[src/hw/ccs_pkg.sv]
// Purpose: Shared constants and types for the core clock select and PLL control block
// Assumes: Single 250 MHz clock, register port with one-cycle read latency
// Notes: Register offsets are word addresses on the plain register port
package ccs_pkg;
   // -----------------------------------------------------------------
   // Register map
   // -----------------------------------------------------------------
   localparam logic [3:0] CCS_OFF_PLL_CONFIG = 4'h0;
   localparam logic [3:0] CCS_OFF_STATUS = 4'h1;
   localparam logic [3:0] CCS_OFF_RELOCK_TIME = 4'h2;
   localparam logic [3:0] CCS_OFF_COPROC = 4'h3;

   // Field layout
   localparam int CCS_FREQ_W = 5;
   localparam logic [4:0] CCS_FREQ_RESET = 5'h00;
   localparam logic [4:0] CCS_FREQ_MAX_OK = 5'h0B;
   localparam int CCS_ST_STALL_BIT = 0;
   localparam int CCS_ST_SWEN_BIT = 1;
   localparam int CCS_ST_SRC_BIT = 2;
   localparam int CCS_ST_BADCODE_BIT = 3;
   localparam int CCS_CP_OPC_LSB = 4;
   localparam logic [2:0] CCS_OPC_CLOCK = 3'h2;
   localparam logic [3:0] CCS_CRM_ENABLE = 4'h1;
   localparam logic [3:0] CCS_CRM_DISABLE = 4'h2;

   // Timing: relock stall of about 150 us
   localparam int CCS_CLK_MHZ = 250;
   localparam int CCS_RELOCK_US = 150;
   localparam int CCS_RELOCK_CYC = CCS_RELOCK_US * CCS_CLK_MHZ;
   localparam int CCS_RELOCK_W = 24;

   // Clock source of the effective core clock
   typedef enum logic {
      CCS_SRC_MEMORY,
      CCS_SRC_FULL
   } ccs_src_e;

   // Register port request
   typedef struct packed {
      logic [3:0] addr;
      logic [31:0] wdata;
      logic wr;
      logic rd;
   } ccs_req_s;

   // Gate enables for derived clock groups
   typedef struct packed {
      logic core_pll;
      logic usb_pll;
      logic baud;
      logic periph;
   } ccs_gates_s;
endpackage

[src/hw/ccs_relock_timer.sv]
// Purpose: Counts the PLL relock interval after a configuration write
// Assumes: Runs on the unaffected reference clock
// Notes: A new start restarts the full interval
`timescale 1ns/1ps
module ccs_relock_timer
   import ccs_pkg::*;
#(
   parameter int W = CCS_RELOCK_W
) (
   // Clock and reset
   input wire logic clk,
   input wire logic rst,
   // Control
   input wire logic start,
   input wire logic [W-1:0] interval,
   // Status
   output logic busy
);
   initial begin
      if (W < 2) $error("ccs_relock_timer: width too small");
   end

   logic [W-1:0] count;
   logic [W-1:0] next_count;
   logic next_busy;

   // -----------------------------------------------------------------
   // Countdown
   // -----------------------------------------------------------------
   // Zero interval still stalls one cycle so the PLL sees a stop
   always_comb begin
      next_count = count;
      next_busy = busy;
      if (start) begin
         next_count = (interval == '0) ? W'(1) : interval;
         next_busy = 1'b1;
      end else if (busy) begin
         next_count = count - W'(1);
         if (count == W'(1)) next_busy = 1'b0;
      end
   end

   always_ff @(posedge clk or posedge rst) begin
      if (rst) begin
         count <= '0;
         busy <= 1'b0;
      end else begin
         count <= next_count;
         busy <= next_busy;
      end
   end
endmodule // ccs_relock_timer

[src/hw/ccs_half_div.sv]
// Purpose: Divide-by-two enable generator with a stop input
// Assumes: Output is a registered toggle used as a clock enable
// Notes: Stopping holds the phase low so restart is clean
`timescale 1ns/1ps
module ccs_half_div (
   // Clock and reset
   input wire logic clk,
   input wire logic rst,
   // Control
   input wire logic run,
   // Output
   output logic half
);
   logic next_half;

   // Toggle while running, park low while stopped
   always_comb begin
      next_half = run ? ~half : 1'b0;
   end

   always_ff @(posedge clk or posedge rst) begin
      if (rst) half <= 1'b0;
      else half <= next_half;
   end
endmodule // ccs_half_div

[src/hw/ccs_clock_ctrl.sv]
// Purpose: Core clock source select, frequency select and PLL relock control
// Assumes: Cache-miss wait level comes from the core; reference clock never stops
// Notes: Clocks are modelled as enables and selects, not gated clock nets
//
// Local design decisions: the address-and-strobe port and the register addresses.
`timescale 1ns/1ps

// Functional notes
// Five-bit core frequency select sets full speed clock; reset clears to zero.
// Codes 0 to 11 valid; higher codes unsupported and flagged.
// Effective core clock comes from full speed or half-rate memory clock.
// With switching on, memory clock only while waiting on cache fills.
// After reset switching is off and memory clock drives the core.
// Coprocessor write opcode 2 minor 2 disables switching.
// Coprocessor write opcode 2 minor 1 enables switching.
// Disabling switching freezes the current source, not forcing memory clock.
// Cache miss after disabling moves core to memory clock permanently.
// Configuration write stops both PLLs and derived clocks until relock.
// Peripheral clocks lost for about 150 microseconds after the write.
// Software should change configuration only after reset or wake-up.
// Software writes configuration before enabling switching.
// Slow 32 kHz clock and its users keep running during relock.
// Primary PLL supplies fixed serial baud clock as well.
// Peripheral clock equals full speed clock divided by two.
// Fast oscillator feeds both PLLs; secondary PLL clocks USB, infrared, multimedia.
// Slow oscillator clocks real-time clock and power manager.
// Alternative fast reference allowed; frequencies scale proportionally.
// Relock stall counted on unaffected reference, programmable interval.
module ccs_clock_ctrl
   import ccs_pkg::*;
#(
   parameter int RELOCK_CYC = CCS_RELOCK_CYC
) (
   // Clock and reset
   input wire logic clk,
   input wire logic rst,
   // Register port
   input wire logic [3:0] reg_addr,
   input wire logic [31:0] reg_wdata,
   input wire logic reg_wr,
   input wire logic reg_rd,
   output logic [31:0] reg_rdata,
   // Core side
   input wire logic fill_wait,
   input wire logic slow_osc_run,
   // Clock controls
   output logic [4:0] core_freq_select,
   output logic effective_core_clock_full,
   output ccs_gates_s gates,
   output logic periph_clk_en,
   output logic slow_clk_run
);
   initial begin
      if (RELOCK_CYC < 1 || RELOCK_CYC >= (1 << CCS_RELOCK_W))
         $error("ccs_clock_ctrl: relock count out of range");
   end

   ccs_req_s req;
   assign req = '{addr: reg_addr, wdata: reg_wdata, wr: reg_wr, rd: reg_rd};

   // -----------------------------------------------------------------
   // State
   // -----------------------------------------------------------------
   logic [4:0] freq;
   logic sw_en;
   ccs_src_e src;
   logic [CCS_RELOCK_W-1:0] relock_time;
   logic stalled;
   logic half;
   logic [31:0] rdata;

   logic [4:0] next_freq;
   logic next_sw_en;
   ccs_src_e next_src;
   logic [CCS_RELOCK_W-1:0] next_relock_time;
   logic [31:0] next_rdata;
   ccs_gates_s next_gates;
   logic next_periph_en;

   logic cfg_wr;
   logic cp_wr;
   logic cp_enable;
   logic cp_disable;

   // Decode register writes
   assign cfg_wr = req.wr && (req.addr == CCS_OFF_PLL_CONFIG);
   assign cp_wr = req.wr && (req.addr == CCS_OFF_COPROC)
      && (req.wdata[CCS_CP_OPC_LSB +: 3] == CCS_OPC_CLOCK);
   assign cp_enable = cp_wr && (req.wdata[3:0] == CCS_CRM_ENABLE);
   assign cp_disable = cp_wr && (req.wdata[3:0] == CCS_CRM_DISABLE);

   // -----------------------------------------------------------------
   // Relock timer and half-rate divider
   // -----------------------------------------------------------------
   // Timer runs on clk, which is never stopped by relock
   ccs_relock_timer #(.W(CCS_RELOCK_W)) ccs_relock_timer_i (
      .clk(clk),
      .rst(rst),
      .start(cfg_wr),
      .interval(relock_time),
      .busy(stalled)
   );

   // Peripheral and memory clock is half the full speed rate
   ccs_half_div ccs_half_div_i (
      .clk(clk),
      .rst(rst),
      .run(~stalled),
      .half(half)
   );

   // -----------------------------------------------------------------
   // Configuration and source selection
   // -----------------------------------------------------------------
   // Source only moves while switching is enabled, except a miss forces memory
   always_comb begin
      next_freq = freq;
      next_sw_en = sw_en;
      next_src = src;
      next_relock_time = relock_time;
      if (cfg_wr) next_freq = req.wdata[CCS_FREQ_W-1:0];
      if (req.wr && req.addr == CCS_OFF_RELOCK_TIME)
         next_relock_time = req.wdata[CCS_RELOCK_W-1:0];
      if (cp_enable) next_sw_en = 1'b1;
      else if (cp_disable) next_sw_en = 1'b0;
      case (sw_en)
         1'b1: next_src = fill_wait ? CCS_SRC_MEMORY : CCS_SRC_FULL;
         1'b0: if (fill_wait) next_src = CCS_SRC_MEMORY; // see R8
         default: next_src = CCS_SRC_MEMORY;
      endcase
   end

   always_ff @(posedge clk or posedge rst) begin
      if (rst) begin
         freq <= CCS_FREQ_RESET;
         sw_en <= 1'b0;
         src <= CCS_SRC_MEMORY;
         relock_time <= CCS_RELOCK_W'(RELOCK_CYC);
      end else begin
         freq <= next_freq;
         sw_en <= next_sw_en;
         src <= next_src;
         relock_time <= next_relock_time;
      end
   end

   // -----------------------------------------------------------------
   // Clock gates
   // -----------------------------------------------------------------
   // Both PLLs and everything derived from them stop during relock
   always_comb begin
      next_gates.core_pll = ~(stalled || cfg_wr);
      next_gates.usb_pll = ~(stalled || cfg_wr); // see R10
      next_gates.baud = ~(stalled || cfg_wr); // see R15
      next_gates.periph = ~(stalled || cfg_wr);
      next_periph_en = half && !stalled && !cfg_wr;
   end

   always_ff @(posedge clk or posedge rst) begin
      if (rst) begin
         gates <= '0;
         periph_clk_en <= 1'b0;
         slow_clk_run <= 1'b0;
      end else begin
         gates <= next_gates;
         periph_clk_en <= next_periph_en;
         slow_clk_run <= slow_osc_run; // see R14
      end
   end

   // Registered copies of the select outputs
   always_ff @(posedge clk or posedge rst) begin
      if (rst) begin
         core_freq_select <= CCS_FREQ_RESET;
         effective_core_clock_full <= 1'b0;
      end else begin
         core_freq_select <= next_freq;
         effective_core_clock_full <= (next_src == CCS_SRC_FULL);
      end
   end

   // -----------------------------------------------------------------
   // Register read
   // -----------------------------------------------------------------
   // Data valid only in the cycle after the read strobe
   always_comb begin
      next_rdata = 32'h0000_0000;
      if (req.rd) begin
         case (req.addr)
            CCS_OFF_PLL_CONFIG: next_rdata[CCS_FREQ_W-1:0] = freq;
            CCS_OFF_STATUS: begin
               next_rdata[CCS_ST_STALL_BIT] = stalled;
               next_rdata[CCS_ST_SWEN_BIT] = sw_en;
               next_rdata[CCS_ST_SRC_BIT] = (src == CCS_SRC_FULL);
               next_rdata[CCS_ST_BADCODE_BIT] = (freq > CCS_FREQ_MAX_OK);
            end
            CCS_OFF_RELOCK_TIME: next_rdata[CCS_RELOCK_W-1:0] = relock_time;
            default: next_rdata = 32'h0000_0000;
         endcase
      end
   end

   always_ff @(posedge clk or posedge rst) begin
      if (rst) rdata <= 32'h0000_0000;
      else rdata <= next_rdata;
   end
   assign reg_rdata = rdata;

   // -----------------------------------------------------------------
   // Checks
   // -----------------------------------------------------------------
   a_reset_freq_zero: assert property (@(posedge clk) $fell(rst) |-> freq == 5'h00)
      else $error("frequency select not cleared by reset");
   a_cfg_write_loads: assert property (@(posedge clk) disable iff (rst)
      cfg_wr |=> freq == $past(req.wdata[4:0]))
      else $error("frequency select not loaded");
   a_fill_uses_mem: assert property (@(posedge clk) disable iff (rst)
      sw_en && fill_wait |=> src == CCS_SRC_MEMORY)
      else $error("memory clock not used during fill");
   a_idle_uses_full: assert property (@(posedge clk) disable iff (rst)
      sw_en && !fill_wait |=> src == CCS_SRC_FULL)
      else $error("full clock not used outside fill");
   a_disable_sw: assert property (@(posedge clk) disable iff (rst)
      cp_disable |=> !sw_en)
      else $error("switching not disabled");
   a_enable_sw: assert property (@(posedge clk) disable iff (rst)
      cp_enable |=> sw_en)
      else $error("switching not enabled");
   a_frozen_src: assert property (@(posedge clk) disable iff (rst)
      !sw_en && !fill_wait |=> src == $past(src))
      else $error("source moved while frozen");
   a_miss_sticks: assert property (@(posedge clk) disable iff (rst)
      !sw_en && src == CCS_SRC_MEMORY && !cp_enable |=> src == CCS_SRC_MEMORY)
      else $error("memory clock left while disabled");
   a_relock_stall: assert property (@(posedge clk) disable iff (rst)
      cfg_wr && relock_time > 24'h2 |=> !gates.core_pll [*2])
      else $error("PLL not stopped after configuration write");
   a_periph_half: assert property (@(posedge clk) disable iff (rst)
      periph_clk_en |=> !periph_clk_en)
      else $error("peripheral enable faster than half rate");

   // Reset leaves switching off on the memory clock
   a_reset_src_mem: assert property (@(posedge clk)
      $fell(rst) |-> !effective_core_clock_full && !sw_en)
      else $error("switching or full clock live after reset");
   a_freq_output: assert property (@(posedge clk) disable iff (rst)
      cfg_wr |=> core_freq_select == $past(req.wdata[4:0]))
      else $error("frequency select output not loaded");
   a_freq_holds: assert property (@(posedge clk) disable iff (rst)
      !cfg_wr |=> freq == $past(freq))
      else $error("frequency select moved without a write");
   a_write_freq_any: assert property (@(posedge clk) disable iff (rst)
      cfg_wr && req.wdata[4:0] > CCS_FREQ_MAX_OK |=> freq > CCS_FREQ_MAX_OK)
      else $error("unsupported code not kept for the flag");

   // Source selection; when frozen only a miss can move it, and only to memory
   a_mem_half_rate: assert property (@(posedge clk) disable iff (rst)
      !stalled |=> half != $past(half))
      else $error("memory clock not at half rate");
   a_freeze_full: assert property (@(posedge clk) disable iff (rst)
      !sw_en && src == CCS_SRC_FULL && !fill_wait |=> src == CCS_SRC_FULL)
      else $error("disable forced the memory clock");
   a_fill_forces_mem: assert property (@(posedge clk) disable iff (rst)
      fill_wait |=> src == CCS_SRC_MEMORY)
      else $error("memory clock not taken on a miss");
   a_sw_holds: assert property (@(posedge clk) disable iff (rst)
      !cp_enable && !cp_disable |=> sw_en == $past(sw_en))
      else $error("switching changed without a command");
   a_other_op_ignored: assert property (@(posedge clk) disable iff (rst)
      req.wr && req.addr == CCS_OFF_COPROC
      && req.wdata[CCS_CP_OPC_LSB +: 3] != CCS_OPC_CLOCK |=> sw_en == $past(sw_en))
      else $error("other coprocessor operation touched switching");

   // Relock stall: every derived clock off, the slow clock untouched
   a_stall_after_write: assert property (@(posedge clk) disable iff (rst)
      cfg_wr |=> stalled)
      else $error("relock timer not started");
   a_write_gates_off: assert property (@(posedge clk) disable iff (rst)
      cfg_wr |=> gates == '0)
      else $error("derived clocks running after configuration write");
   a_stall_gates_off: assert property (@(posedge clk) disable iff (rst)
      stalled |=> gates == '0)
      else $error("derived clocks running during relock");
   a_gates_back: assert property (@(posedge clk) disable iff (rst)
      !stalled && !cfg_wr |=> gates == '1)
      else $error("derived clocks not restored after relock");
   a_periph_quiet: assert property (@(posedge clk) disable iff (rst)
      stalled || cfg_wr |=> !periph_clk_en)
      else $error("peripheral enable during relock");
   a_slow_runs: assert property (@(posedge clk) disable iff (rst)
      slow_osc_run |=> slow_clk_run)
      else $error("slow clock interrupted");
   a_slow_stops: assert property (@(posedge clk) disable iff (rst)
      !slow_osc_run |=> !slow_clk_run)
      else $error("slow clock run without oscillator");

   // Status read shows stall and unsupported code of the strobe cycle
   a_stall_in_status: assert property (@(posedge clk) disable iff (rst)
      req.rd && req.addr == CCS_OFF_STATUS
      |=> reg_rdata[CCS_ST_STALL_BIT] == $past(stalled))
      else $error("stall bit wrong in status");
   a_badcode_flag: assert property (@(posedge clk) disable iff (rst)
      req.rd && req.addr == CCS_OFF_STATUS
      |=> reg_rdata[CCS_ST_BADCODE_BIT] == ($past(freq) > CCS_FREQ_MAX_OK))
      else $error("unsupported code flag wrong in status");
endmodule // ccs_clock_ctrl

[config.mk]
export PLATFORM = sky130hd
export DESIGN_NAME = ccs_clock_ctrl
export DESIGN_NICKNAME = d
export VERILOG_FILES = /design/src/hw/ccs_pkg.sv /design/src/hw/ccs_relock_timer.sv /design/src/hw/ccs_half_div.sv /design/src/hw/ccs_clock_ctrl.sv
export SDC_FILE = /design/constraint.sdc
export NUM_CORES = 1
export LEC_CHECK = 0
export ABC_AREA = 1
export BUFFER_PORTS_ARGS = -buffer_cell sky130_fd_sc_hd__buf_2
export CAP_MARGIN = 20
export CORE_AREA = 2 2 101 103
export DETAILED_ROUTE_END_ITERATION = 8
export DIE_AREA = 0 0 103 105
export PLACE_DENSITY = 0.68
export SLEW_MARGIN = 10
export SYNTH_ARGS = -nofsm -noshare
export SYNTH_HDL_FRONTEND = slang
export SYNTH_HIERARCHICAL = 1
export SYNTH_SLANG_ARGS = --single-unit
[constraint.sdc]
create_clock -name clk -period 1.65 [get_ports clk]
set_input_delay 0.165 -clock clk [delete_from_list [all_inputs] [get_ports clk]]
set_output_delay 0.165 -clock clk [all_outputs]
set_load 0.01 [all_outputs]
* Word-level counts from Yosys, hierarchy flattened
Cells that the tools add are included.
** Operators by class
- Add/subtract/negate cells :: 1
- Order comparisons :: 1
- Equality and inequality tests :: 8
- Multiplexer cells :: 16
- Bitwise logic cells :: 3
- Reductions and logical operators :: 15
** Operator list (number)
- $mux 24 :: 4
- $eq 24x1->1 const B :: 1
- $logic_not 24->1 :: 1
- $sub 24x1->24 const B :: 1
- $mux 19 :: 1
- $eq 4x2->1 const B :: 3
- $pmux 4 s3 :: 1
- $eq 4x1->1 const B :: 2
- $logic_and 1x1->1 :: 8
- $mux 1 :: 8
- $gt 5x4->1 const B :: 1
- $logic_not 4->1 :: 1
- $pmux 1 s2 :: 2
- $reduce_bool 2->1 :: 2
- $eq 3x2->1 const B :: 1
- $not 1->1 :: 3
- $logic_not 1->1 :: 2
- $ne 2x2->1 const B :: 1
- $logic_or 1x1->1 :: 1
** Storage, ports and cells
- Register bits after elaboration :: 92
- Bits of input ports :: 42
- Output and inout port bits :: 44

* Logic depth before layout (Yosys ltp)
Gate-level depths: netlist of run 1.
- Depth after elaboration :: 6
- Depth in mapped cells :: 10
- Gate-level depth less buffers :: 10

* Cells and area by module
Netlist of run 1, hierarchy kept.
** Modules (own cells, without submodules)
- ccs_clock_ctrl :: times used 1, cells each 250, area each 2346.0 um^2, sequential area each 1461.4 um^2
- ccs_relock_timer :: times used 1, cells each 308, area each 1995.7 um^2, sequential area each 625.6 um^2
- ccs_half_div :: times used 1, cells each 4, area each 38.8 um^2, sequential area each 25.0 um^2

* Worst setup path after synthesis of run 1
No wires, ideal clock.
- Path type :: input -> register
- Start point :: in reg_addr[0]
- End point :: reg ccs_relock_timer_i.count[22]
- Library setup time :: 117 ps
- Data arrival time :: 1412 ps
- Required time :: 1533 ps
- Path slack :: 122 ps
- Cell stages on the path :: 9
- Path buffers :: 3
- Path through :: nor2_1 -> nand3_1 -> buf_2 -> inv_1 -> buf_2 -> buf_2 -> a21oi_1 -> nand2_1 -> nand2_1
** Between the ends
- Longest elaborated chain between the ends :: 3
- Elaborated cells on any way between the ends :: 4
** RTL lines
- start, declared :: line ccs_clock_ctrl.sv:38 : input wire logic [3:0] reg_addr,
- $logic_not 4->1 (*) :: line ccs_clock_ctrl.sv:86 : assign cfg_wr = req.wr && (req.addr == CCS_OFF_PLL_CONFIG);
- $logic_and 1x1->1 (*) :: line ccs_clock_ctrl.sv:86
- via cfg_wr :: line ccs_clock_ctrl.sv:80 : logic cfg_wr;
- $mux 24 or $reduce_bool 2->1 (tied branches)
- end signal, assigned :: line ccs_relock_timer.sv:48 : count <= next_count;
- end, declared :: line ccs_relock_timer.sv:23 : logic [W-1:0] count;
The timed path passes the listed nets; every way through them passes the cells marked *.
A chain may end at the register's enable or synchronous reset.

* Final worst setup path of run 1
- Start point :: reg ccs_relock_timer_i.count[0]
- End point :: reg ccs_relock_timer_i.count[18]
** Between the ends
- Longest elaborated chain between the ends :: 3
** RTL lines
- $sub 24x1->24 :: line ccs_relock_timer.sv:38 : next_count = count - W'(1);
- $mux 24 :: line ccs_relock_timer.sv:37 : end else if (busy) begin
- $mux 24 :: line ccs_relock_timer.sv:34 : if (start) begin
Every way passes these cells. The select of a mux whose other input is x is not followed.

==> results of run 1 <==
## power groups by stage
stage / combinational (mW) / clock, mW / sequential (mW)
floorplan: 1.68 / 0 / 3.00
global placement: 2.10 / 0 / 3.10
detailed placement: 2.15 / 0 / 3.12
CTS: 2.18 / 1.61 / 3.08
global route: 2.55 / 1.68 / 3.17
finish: 2.23 / 1.59 / 3.10
## metrics by stage
step,instances,utilization,total power [mW]
3_3_place_gp,760,0.506,5.20
4_1_cts,784,0.537,6.87
2_1_floorplan,569,-,4.68
3_5_place_dp,760,0.506,5.27
5_1_grt,786,0.539,7.41
6_report,786,0.539,6.91
## worst max-delay path by stage
stage	end	from	slack, ns	depth (start not counted)
after CTS	ccs_relock_timer_i/count[18]	ccs_relock_timer_i/count[0]	0.05	9
after global placement	ccs_relock_timer_i/count[18]	ccs_relock_timer_i/count[0]	0.14	9
final	ccs_relock_timer_i/count[18]	ccs_relock_timer_i/count[0]	0.14	9
after global routing	ccs_relock_timer_i/count[18]	ccs_relock_timer_i/count[0]	0.06	9
after detailed placement	ccs_relock_timer_i/count[5]	reg_addr[1]	0.1	9
after floorplan	core_freq_select[0]	rst	0.07	1
## cells by family after synthesis
kind of cell               share of synthesized area
and+or+nand+nor                                0.333
buffers and inverters                          0.103
DFF                                            0.482
AOI/OAI and AO/OA                             0.0711
xor gates and xnor gates                     0.00400
adders and majority gates                    0.00571
other                                       0.000856
## worst max-delay path, delay by kind of cell, from the launching register on
kind | cells | cell delay, ns
adder cells (fa/ha/maj) | 1 | 0.17
buffers and inverters | 1 | 0.12
flip-flops | 1 | 0.44
AND/OR/NAND/NOR | 7 | 0.67
## placed cells by master, fill, tap and decap left out, drive strengths merged, types with 10 or more instances in the layout
| cell type | synthesis | routed |
|---|---|---|
| nand3 | 52 | 52 |
| nand2 | 153 | 153 |
| buf | 24 | 86 |
| nand4 | 12 | 12 |
| inv | 73 | 77 |
| nor2 | 97 | 97 |
| dfrtp | 76 | 76 |
| clkbuf | 2 | 10 |
| o21ai | 39 | 39 |
## flip-flops by register name (all words and copies together), names as in the netlist
| register | count |
|---|---|
| ccs_half_div_i/half | 1 |
| ccs_relock_timer_i/busy | 1 |
| ccs_relock_timer_i/count | 24 |
| core_freq_select | 5 |
| effective_core_clock_full | 1 |
| gates | 1 |
| periph_clk_en | 1 |
| reg_rdata | 24 |
| relock_time | 24 |
| slow_clk_run | 1 |
| sw_en | 1 |
## cells in the mapped netlist, types with 9 or more instances
master   instances
nand2_1        145
dfrtp_1         76
nor2_1          74
inv_1           68
nand3_1         52
o21ai_0         30
buf_4           12
nand4_1         12
nor2_2          12
buf_2            9
o21ai_1          9
## per-layer routing
layer | track usage | vias to the layer above | wire (um)
li1 | - | 1915 | -
met1 | 0.321 | 1794 | 4890
met2 | 0.301 | 112 | 4710
met3 | 0.0288 | 12 | 573
met4 | 0.0724 | 0 | 148
met5 | 0 | - | 0
## repair_timing
action,CTS,global route
buffers inserted,0,2
gates resized for setup,0,3
hold endpoints to repair,47,0
setup endpoints to repair,0,6
hold buffers,8,0
## final cells by class
cell class / count / area (sq um) / area share
multi-input combinational: 386 / 1860 / 0.357
sequential: 84 / 2110 / 0.406
tap: 133 / 166 / 0.0320
clock buffer: 10 / 138 / 0.0265
clock inverter: 6 / 75.1 / 0.0144
timing repair buffer: 94 / 578 / 0.111
inverter: 73 / 274 / 0.0527
==> results.sh, run 1 <==
export IMPL_cp_end_kind="flop"
export IMPL_max_stage_delay_ns=0.44
export IMPL_cts_root_buf="clkbuf_8"
export IMPL_cts_sinks=84
export IMPL_routed_wl_um=10300
export IMPL_cp_required_ns=1.91
export IMPL_design_area_sq_um=5200
export IMPL_coreArea_sq_um=9640
export IMPL_worst_path_most_repeated_cell="nand2_1"
export IMPL_slew_headroom=0.667
export IMPL_min_delay_path_class="in2reg"
export IMPL_htree_levels=3
export IMPL_worstReg2RegStart="ccs_relock_timer_i/count[0]"
export IMPL_cts_buffers=9
export IMPL_seq_power_share=0.448
export IMPL_start_kind="flop"
export IMPL_whs_path_depth=3
export IMPL_skew_ns=0.0147
export IMPL_grt_pass1_vias=3628
export IMPL_final_nets=692
export IMPL_clock_latency_ns=0.36
export IMPL_ys_seq_area_frac=0.482
export IMPL_fillers=982
export IMPL_start_util=0.454
export IMPL_critPathSlowestCell="dfrtp_1"
export IMPL_cp_max_fo=7
export IMPL_switching_share=0.401
export IMPL_hpwl_um=7540
export IMPL_grt_max_degree=45
export IMPL_drt_initial_drc_count=257
export IMPL_netlist_area_sq_um=4380
export IMPL_synthArstFlopShare=1.00
export IMPL_power_density_nw_per_um2=1330
export IMPL_worst_slack_ns=0.137
export IMPL_area_delta_synth_final_pct=18.7
export IMPL_via_per_inst=4.88
export IMPL_ys_seq_elements=84
export IMPL_r2r_end="ccs_relock_timer_i/count[18]"
export IMPL_hold_ws_ns=0.00876
export IMPL_synth_edf_count=0
export IMPL_yosysTopAreaCellShare=0.434
export IMPL_setup_tns_ns=0
export IMPL_crit_path_cell_trace="inv_2 -> ha_4 -> nand2_4 -> nor2_8 -> nand2_2 -> nor2_1 -> nand2_1 -> nand3_1 -> nand2_1"
export IMPL_hold_end="relock_time[18]"
export IMPL_crit_arrival_ns=1.77
export IMPL_final_hold_viol_count=0
export IMPL_synth_area_leader_cell="dfrtp_1"
export IMPL_clk_pin_slew_worst_paths_ns=0.09
export IMPL_hp_start="reg_wdata[18]"
export IMPL_grt_ovfl_total=0
export IMPL_max_clock_path_buffers=2
export IMPL_drive_above_1_share=0.228
export IMPL_synth_cell_types=31
export IMPL_internal_power_mw=4.14
export IMPL_dieArea_sq_um=10800
export IMPL_power_frac_clock=0.230
export IMPL_std_cell_rows=36
export IMPL_finalCritPeriodShare=0.917
export IMPL_place_congestion=0.883
export IMPL_io_buffers=69
export IMPL_power_switching_mw=2.77
export IMPL_setup_viol=0
export IMPL_wl_per_cell_um=13.1
export IMPL_antenna_found_initial=0
export IMPL_share_comb_of_total_power=0.322
export IMPL_avgSynthCellArea_sq_um=7.79
export IMPL_dominantRegCellSynth="dfrtp_1"
export IMPL_rsz0062_at_grt="false"
export IMPL_drt_pass1_iter_count=5
export IMPL_criticalPathCategory="reg2reg"
export IMPL_die_height_um=105
export IMPL_yosys_warnings=6
export IMPL_p_leak_nw=2.79
export IMPL_die_w_um=103
export IMPL_r2r_slack_ns=0.14
export IMPL_final_max_slew_viol_count=0
export IMPL_tightest_slew_ns=0.499
export IMPL_grt_pass1_wl_um=17700
export IMPL_place_worst_setup_slack_ns=0.0976
export IMPL_reg2regPathDepth=9
export IMPL_cts_tree="built"
export IMPL_yosys_top_cells_area="dfrtp_1, nand2_1, nor2_1"
export IMPL_max_freq_ghz=0.661
export IMPL_io_pin_count=86
export IMPL_drc=0
export IMPL_synthCells=562
export IMPL_placed_cell_area_sq_um=4880
export IMPL_cap_violations=0
export IMPL_ir_drop_v=0.000662
export IMPL_ant_nets=0
export IMPL_via_count=3833
export IMPL_status="finished clean"
export IMPL_period_needed_ns=1.51
export IMPL_diodes=0
export IMPL_grt_util_all_layers=0.209
No activity file was read; power rests on OpenSTA's default activity.
==> run 2, diff against run 1 <==
--- a/config.mk
+++ b/config.mk
@@ -8,12 +8,11 @@
 export ABC_AREA = 1
 export BUFFER_PORTS_ARGS = -buffer_cell sky130_fd_sc_hd__buf_2
 export CAP_MARGIN = 20
-export CORE_AREA = 2 2 101 103
+export CORE_AREA = 2 2 98 100
 export DETAILED_ROUTE_END_ITERATION = 8
-export DIE_AREA = 0 0 103 105
+export DIE_AREA = 0 0 100 102
 export PLACE_DENSITY = 0.68
 export SLEW_MARGIN = 10
 export SYNTH_ARGS = -nofsm -noshare
 export SYNTH_HDL_FRONTEND = slang
-export SYNTH_HIERARCHICAL = 1
 export SYNTH_SLANG_ARGS = --single-unit
==> results.sh, run 2 <==
export IMPL_status="finished clean"
export IMPL_final_nets=631
export IMPL_drt_initial_drc_count=301
export IMPL_grt_ovfl_total=0
export IMPL_max_freq_ghz=0.668
export IMPL_yosys_warnings=0
export IMPL_design_area_sq_um=4830
export IMPL_cts_setup_buffers=0
export IMPL_period_needed_ns=1.50
export IMPL_cp_required_ns=1.90
export IMPL_final_hold_viol_count=0
export IMPL_cts_tree="built"
export IMPL_cts_root_buf="clkbuf_8"
export IMPL_setup_viol=0
export IMPL_ys_seq_elements=84
export IMPL_ir_drop_v=0.000536
export IMPL_placed_cell_area_sq_um=4600
export IMPL_cp_end_kind="flop"
export IMPL_grt_pass1_wl_um=16800
export IMPL_synthCells=511
export IMPL_power_density_nw_per_um2=1150
export IMPL_via_per_inst=5.15
export IMPL_cts_buffers=9
export IMPL_clock_latency_ns=0.36
export IMPL_cp_max_fo=4
export IMPL_diodes=0
export IMPL_clk_pin_slew_worst_paths_ns=0.09
export IMPL_antenna_found_initial=0
export IMPL_final_max_slew_viol_count=0
export IMPL_io_buffers=69
export IMPL_yosysMostFrequentCell="nand2_1"
export IMPL_die_w_um=100
export IMPL_io_pin_count=86
export IMPL_crit_arrival_ns=1.75
export IMPL_yosysTopAreaCellShare=0.464
export IMPL_max_clock_path_buffers=2
export IMPL_yosys_top_cells_area="dfrtp_1, nand2_1, nor2_1"
export IMPL_final_common_cell="nand2_1"
export IMPL_finalCritPeriodShare=0.907
export IMPL_criticalPathCategory="reg2reg"
export IMPL_hold_ws_ns=0.0372
export IMPL_std_cell_rows=35
export IMPL_ant_nets=0
export IMPL_synthArstFlopShare=1.00
export IMPL_skew_ns=0.0130
export IMPL_place_congestion=0.891
export IMPL_min_delay_path_class="in2reg"
export IMPL_ys_seq_area_frac=0.516
export IMPL_netlist_top_cells_count="nand2_1, dfrtp_1, nor2_1"
export IMPL_layout_common_cells="nand2_1, dfrtp_1, buf_2"
export IMPL_area_delta_synth_final_pct=17.9
export IMPL_htree_levels=3
export IMPL_synth_edf_count=0
export IMPL_drive_above_1_share=0.209
export IMPL_via_count=3618
export IMPL_netlist_area_sq_um=4100
export IMPL_avgSynthCellArea_sq_um=8.01
export IMPL_routed_wl_um=9990
export IMPL_die_height_um=102
export IMPL_grt_max_degree=49
export IMPL_cap_violations=0
export IMPL_drc=0
export IMPL_p_leak_nw=2.51
export IMPL_grt_pass1_vias=3480
export IMPL_dominantRegCellSynth="dfrtp_1"
export IMPL_coreArea_sq_um=9110
export IMPL_start_kind="flop"
export IMPL_hpwl_um=7340
export IMPL_dieArea_sq_um=10200
export IMPL_grt_util_all_layers=0.209
export IMPL_fillers=882
export IMPL_synth_cell_types=33
export IMPL_start_util=0.450
export IMPL_cts_sinks=84
export IMPL_fin_util=0.530
export IMPL_wl_per_cell_um=14.2
export IMPL_synth_area_leader_cell="dfrtp_1"
export IMPL_drt_pass1_iter_count=5
-- run 2: cell count changes after synthesis, moves of 3 or more --
cell	delta
nor3_1	+22
clkbuf_1	+5
nand4_1	+8
nor2_2	-9
o22ai_1	+5
a21oi_1	+17
nand3_1	-14
nor2_8	-3
nor2_4	-7
o21ai_0	-4
nand2_2	-5
nand2_1	-56
nor2_1	-5
-- run 2: stage by stage --
step	power (mW)	setup slack, ns	TNS [ns]	cells
final	5.57	0.153	0	703
after global routing	5.95	-0.00334	-0.00334	703
after CTS	5.56	0.0669	0	703
after detailed placement	4.17	0.0870	0	684
after global placement	4.11	0.133	0	684
after floorplan	3.72	0.281	0	518
-- run 2: final cells by class --
cell class                      count  area, sq um  share of cell area
Multi-Input combinational cell    333         1590               0.328
Sequential cell                    84         2110               0.438
Clock inverter                      7         55.1              0.0114
Tap cell                          111          139              0.0288
Timing Repair Buffer               87          538               0.111
Clock buffer                        9          124              0.0257
Inverter                           72          274              0.0568
-- run 2: routing by layer --
layer | part of all wire | track usage | vias up
met4 | 0.013 | 0.0706 | 0
met3 | 0.050 | 0.0328 | 10
met1 | 0.48 | 0.299 | 1703
met5 | 0 | 0 | -
li1 | - | - | 1790
met2 | 0.46 | 0.327 | 115
-- run 2: where the power goes --
part           internal [mW]  switching, mW  total [mW]
combinational          0.509          0.915        1.42
clock                  0.566          0.824        1.39
sequential              2.46          0.301        2.76
-- run 2: worst paths after layout --
path,depth (start not counted),start,slack [ns],end
min reg2reg,1,ccs_half_div_i.half,0.42,ccs_half_div_i.half
max,9,ccs_relock_timer_i.count[0],0.15,ccs_relock_timer_i.count[18]
min in group asynchronous,3,rst,0.37,periph_clk_en
min,3,reg_wdata[9],0.04,relock_time[9]
max reg2reg,9,ccs_relock_timer_i.count[0],0.15,ccs_relock_timer_i.count[18]
max in group asynchronous,4,rst,0.66,relock_time[9]
-- run 2: kinds of logic after synthesis --
kind of cell / after synthesis / share of synthesized area
AND/OR/NAND/NOR: 247 / 0.267
buffers and inverters: 101 / 0.108
flip-flops: 84 / 0.516
AO/OA/AOI/OAI: 73 / 0.0959
XOR/XNOR: 3 / 0.00642
adder cells (fa/ha/maj): 2 / 0.00611
other: 1 / 0.000916
-- run 2: critical path, cell delays in order (launching register included) --
cell     delay [ns]
dfrtp_1        0.43
inv_1          0.10
ha_1           0.20
nand2_1        0.08
nor2_2         0.15
nand2_1        0.11
nor2_1         0.14
nand2_1        0.07
nand3_1        0.06
nand3_1        0.06
-- run 2: repair_timing --
action                     in CTS  in global routing
hold endpoints to repair       16                  0
setup endpoints to repair       0                  8
resized for setup               0                  6
hold buffers                    3                  0
==> run 3, diff against run 2 <==
--- a/config.mk
+++ b/config.mk
@@ -6,12 +6,14 @@
 export NUM_CORES = 1
 export LEC_CHECK = 0
 export ABC_AREA = 1
-export BUFFER_PORTS_ARGS = -buffer_cell sky130_fd_sc_hd__buf_2
 export CAP_MARGIN = 20
-export CORE_AREA = 2 2 98 100
+export CELL_PAD_IN_SITES_DETAIL_PLACEMENT = 1
+export CELL_PAD_IN_SITES_GLOBAL_PLACEMENT = 1
+export CORE_AREA = 2 2 102 104
 export DETAILED_ROUTE_END_ITERATION = 8
-export DIE_AREA = 0 0 100 102
-export PLACE_DENSITY = 0.68
+export DIE_AREA = 0 0 104 106
+export DONT_BUFFER_PORTS = 1
+export PLACE_DENSITY = 0.73
 export SLEW_MARGIN = 10
 export SYNTH_ARGS = -nofsm -noshare
 export SYNTH_HDL_FRONTEND = slang
==> results.sh, run 3 (synthesis results as in run 2) <==
export IMPL_status="finished clean"
export IMPL_power_switching_mw=2.13
export IMPL_power_density_nw_per_um2=1190
export IMPL_use_met2=0.378
export IMPL_std_cell_rows=37
export IMPL_area_delta_synth_final_pct=16.6
export IMPL_io_buffers=0
export IMPL_io_pin_count=86
export IMPL_grt_pass1_wl_um=19700
export IMPL_busiest_layer="met2"
export IMPL_switching_share=0.376
export IMPL_grt_pass1_vias=3865
export IMPL_cts_buffers=9
export IMPL_finalCritPeriodShare=0.941
export IMPL_crit_arrival_ns=1.87
export IMPL_via_per_inst=5.21
export IMPL_cp_end_kind="flop"
export IMPL_period_needed_ns=1.55
export IMPL_clock_latency_ns=0.37
export IMPL_drc=0
export IMPL_diodes=0
export IMPL_criticalPathCategory="in2reg"
export IMPL_gr_usage_met3=0.0349
export IMPL_fin_util=0.477
export IMPL_setup_viol=0
export IMPL_layout_common_cells="nand2_1, dfrtp_1, inv_1"
export IMPL_min_delay_path_class="in2reg"
export IMPL_ir_drop_v=0.000536
export IMPL_max_freq_ghz=0.644
export IMPL_grt_util_all_layers=0.227
export IMPL_cts_root_buf="clkbuf_8"
export IMPL_grt_max_degree=53
export IMPL_grtUsageMet1=0.304
export IMPL_cap_violations=0
export IMPL_drt_pass1_iter_count=4
export IMPL_place_worst_setup_slack_ns=0.0584
export IMPL_slew_headroom=0.528
export IMPL_setup_tns_ns=0
export IMPL_via_count=3565
export IMPL_antenna_found_initial=0
export IMPL_coreArea_sq_um=10000
export IMPL_drive_above_1_share=0.104
export IMPL_dieArea_sq_um=11000
export IMPL_cts_sinks=84
export IMPL_final_max_slew_viol_count=0
export IMPL_routed_wl_um=11700
export IMPL_worst_slack_ns=0.0966
export IMPL_cts_tree="built"
export IMPL_p_leak_nw=2.28
export IMPL_die_w_um=104
export IMPL_fillers=1237
export IMPL_die_height_um=106
export IMPL_seqCellArea_sq_um=2110
export IMPL_tightest_slew_ns=0.707
export IMPL_start_util=0.410
export IMPL_place_congestion=0.853
export IMPL_clk_pin_slew_worst_paths_ns=0.09
export IMPL_drt_initial_drc_count=240
export IMPL_max_clock_path_buffers=2
export IMPL_hold_ws_ns=0.0346
export IMPL_multi_input_area_sq_um=1600
export IMPL_cp_max_fo=3
export IMPL_final_nets=587
export IMPL_cp_required_ns=1.96
export IMPL_seq_power_share=0.495
export IMPL_grt_ovfl_total=0
export IMPL_start_kind="primary input"
export IMPL_ant_nets=0
export IMPL_power_frac_clock=0.249
export IMPL_final_common_cell="nand2_1"
export IMPL_htree_levels=3
export IMPL_skew_ns=0.00818
export IMPL_final_hold_viol_count=0
export IMPL_share_comb_of_total_power=0.256
export IMPL_hpwl_um=8160
export IMPL_internal_power_mw=3.53
export IMPL_wl_per_cell_um=17.1
export IMPL_rsz0062_at_grt="false"
-- run 3: stage by stage --
step	std cells	total power, mW	instance area [sq um]
2_1_floorplan	518	3.72	4130
3_3_place_gp	639	4.08	4270
3_5_place_dp	639	4.17	4270
4_1_cts	684	5.65	4740
5_1_grt	684	6.06	4770
6_report	684	5.66	4770
-- run 3: timing repair --
item	CTS	global route
hold buffers	29	0
hold endpoints to repair	94	0
setup buffers	0	0
resized for setup	0	11
endpoints found under the setup margin	0	10
-- run 3: path summary, 6_finish.rpt --
path,start,end,slack (ns),cells after the start
worst max-delay path,reg_wdata[4],sw_en,0.1,7
min in group asynchronous,rst,ccs_relock_timer_i.count[22],0.23,2
worst min-delay path,reg_wdata[6],sw_en,0.03,4
max in group asynchronous,rst,relock_time[6],0.79,3
worst min register to register,ccs_half_div_i.half,ccs_half_div_i.half,0.43,1
worst max register to register,ccs_relock_timer_i.count[0],ccs_relock_timer_i.count[16],0.17,9
-- run 3: metal layers --
layer	share of wire	up-vias
met5	0	-
met4	0.019	0
met3	0.031	16
met2	0.48	58
met1	0.47	1792
li1	-	1699
-- run 3: worst max-delay path: stages --
cell and delay (ns):
dlygate4sd3_1 0.54, inv_1 0.10, nand2_1 0.06, nor3_1 0.26, nand4_1 0.11, dlygate4sd3_1 0.57
nand2_1 0.06
-- run 3: final cells by class --
type / instances / area share
Timing Repair Buffer: 43 / 0.0907
Clock buffer: 9 / 0.0259
Clock inverter: 7 / 0.0123
Inverter: 72 / 0.0574
Tap cell: 136 / 0.0356
Sequential cell: 84 / 0.442
Multi-Input combinational cell: 333 / 0.336
-- run 3: power by group through the flow --
stage | Combinational, mW | Clock, mW | Sequential (mW)
detailed placement | 1.33 | 0 | 2.84
finish | 1.45 | 1.41 | 2.81
CTS | 1.39 | 1.46 | 2.80
global placement | 1.27 | 0 | 2.81
global route | 1.67 | 1.52 | 2.86
floorplan | 0.984 | 0 | 2.73
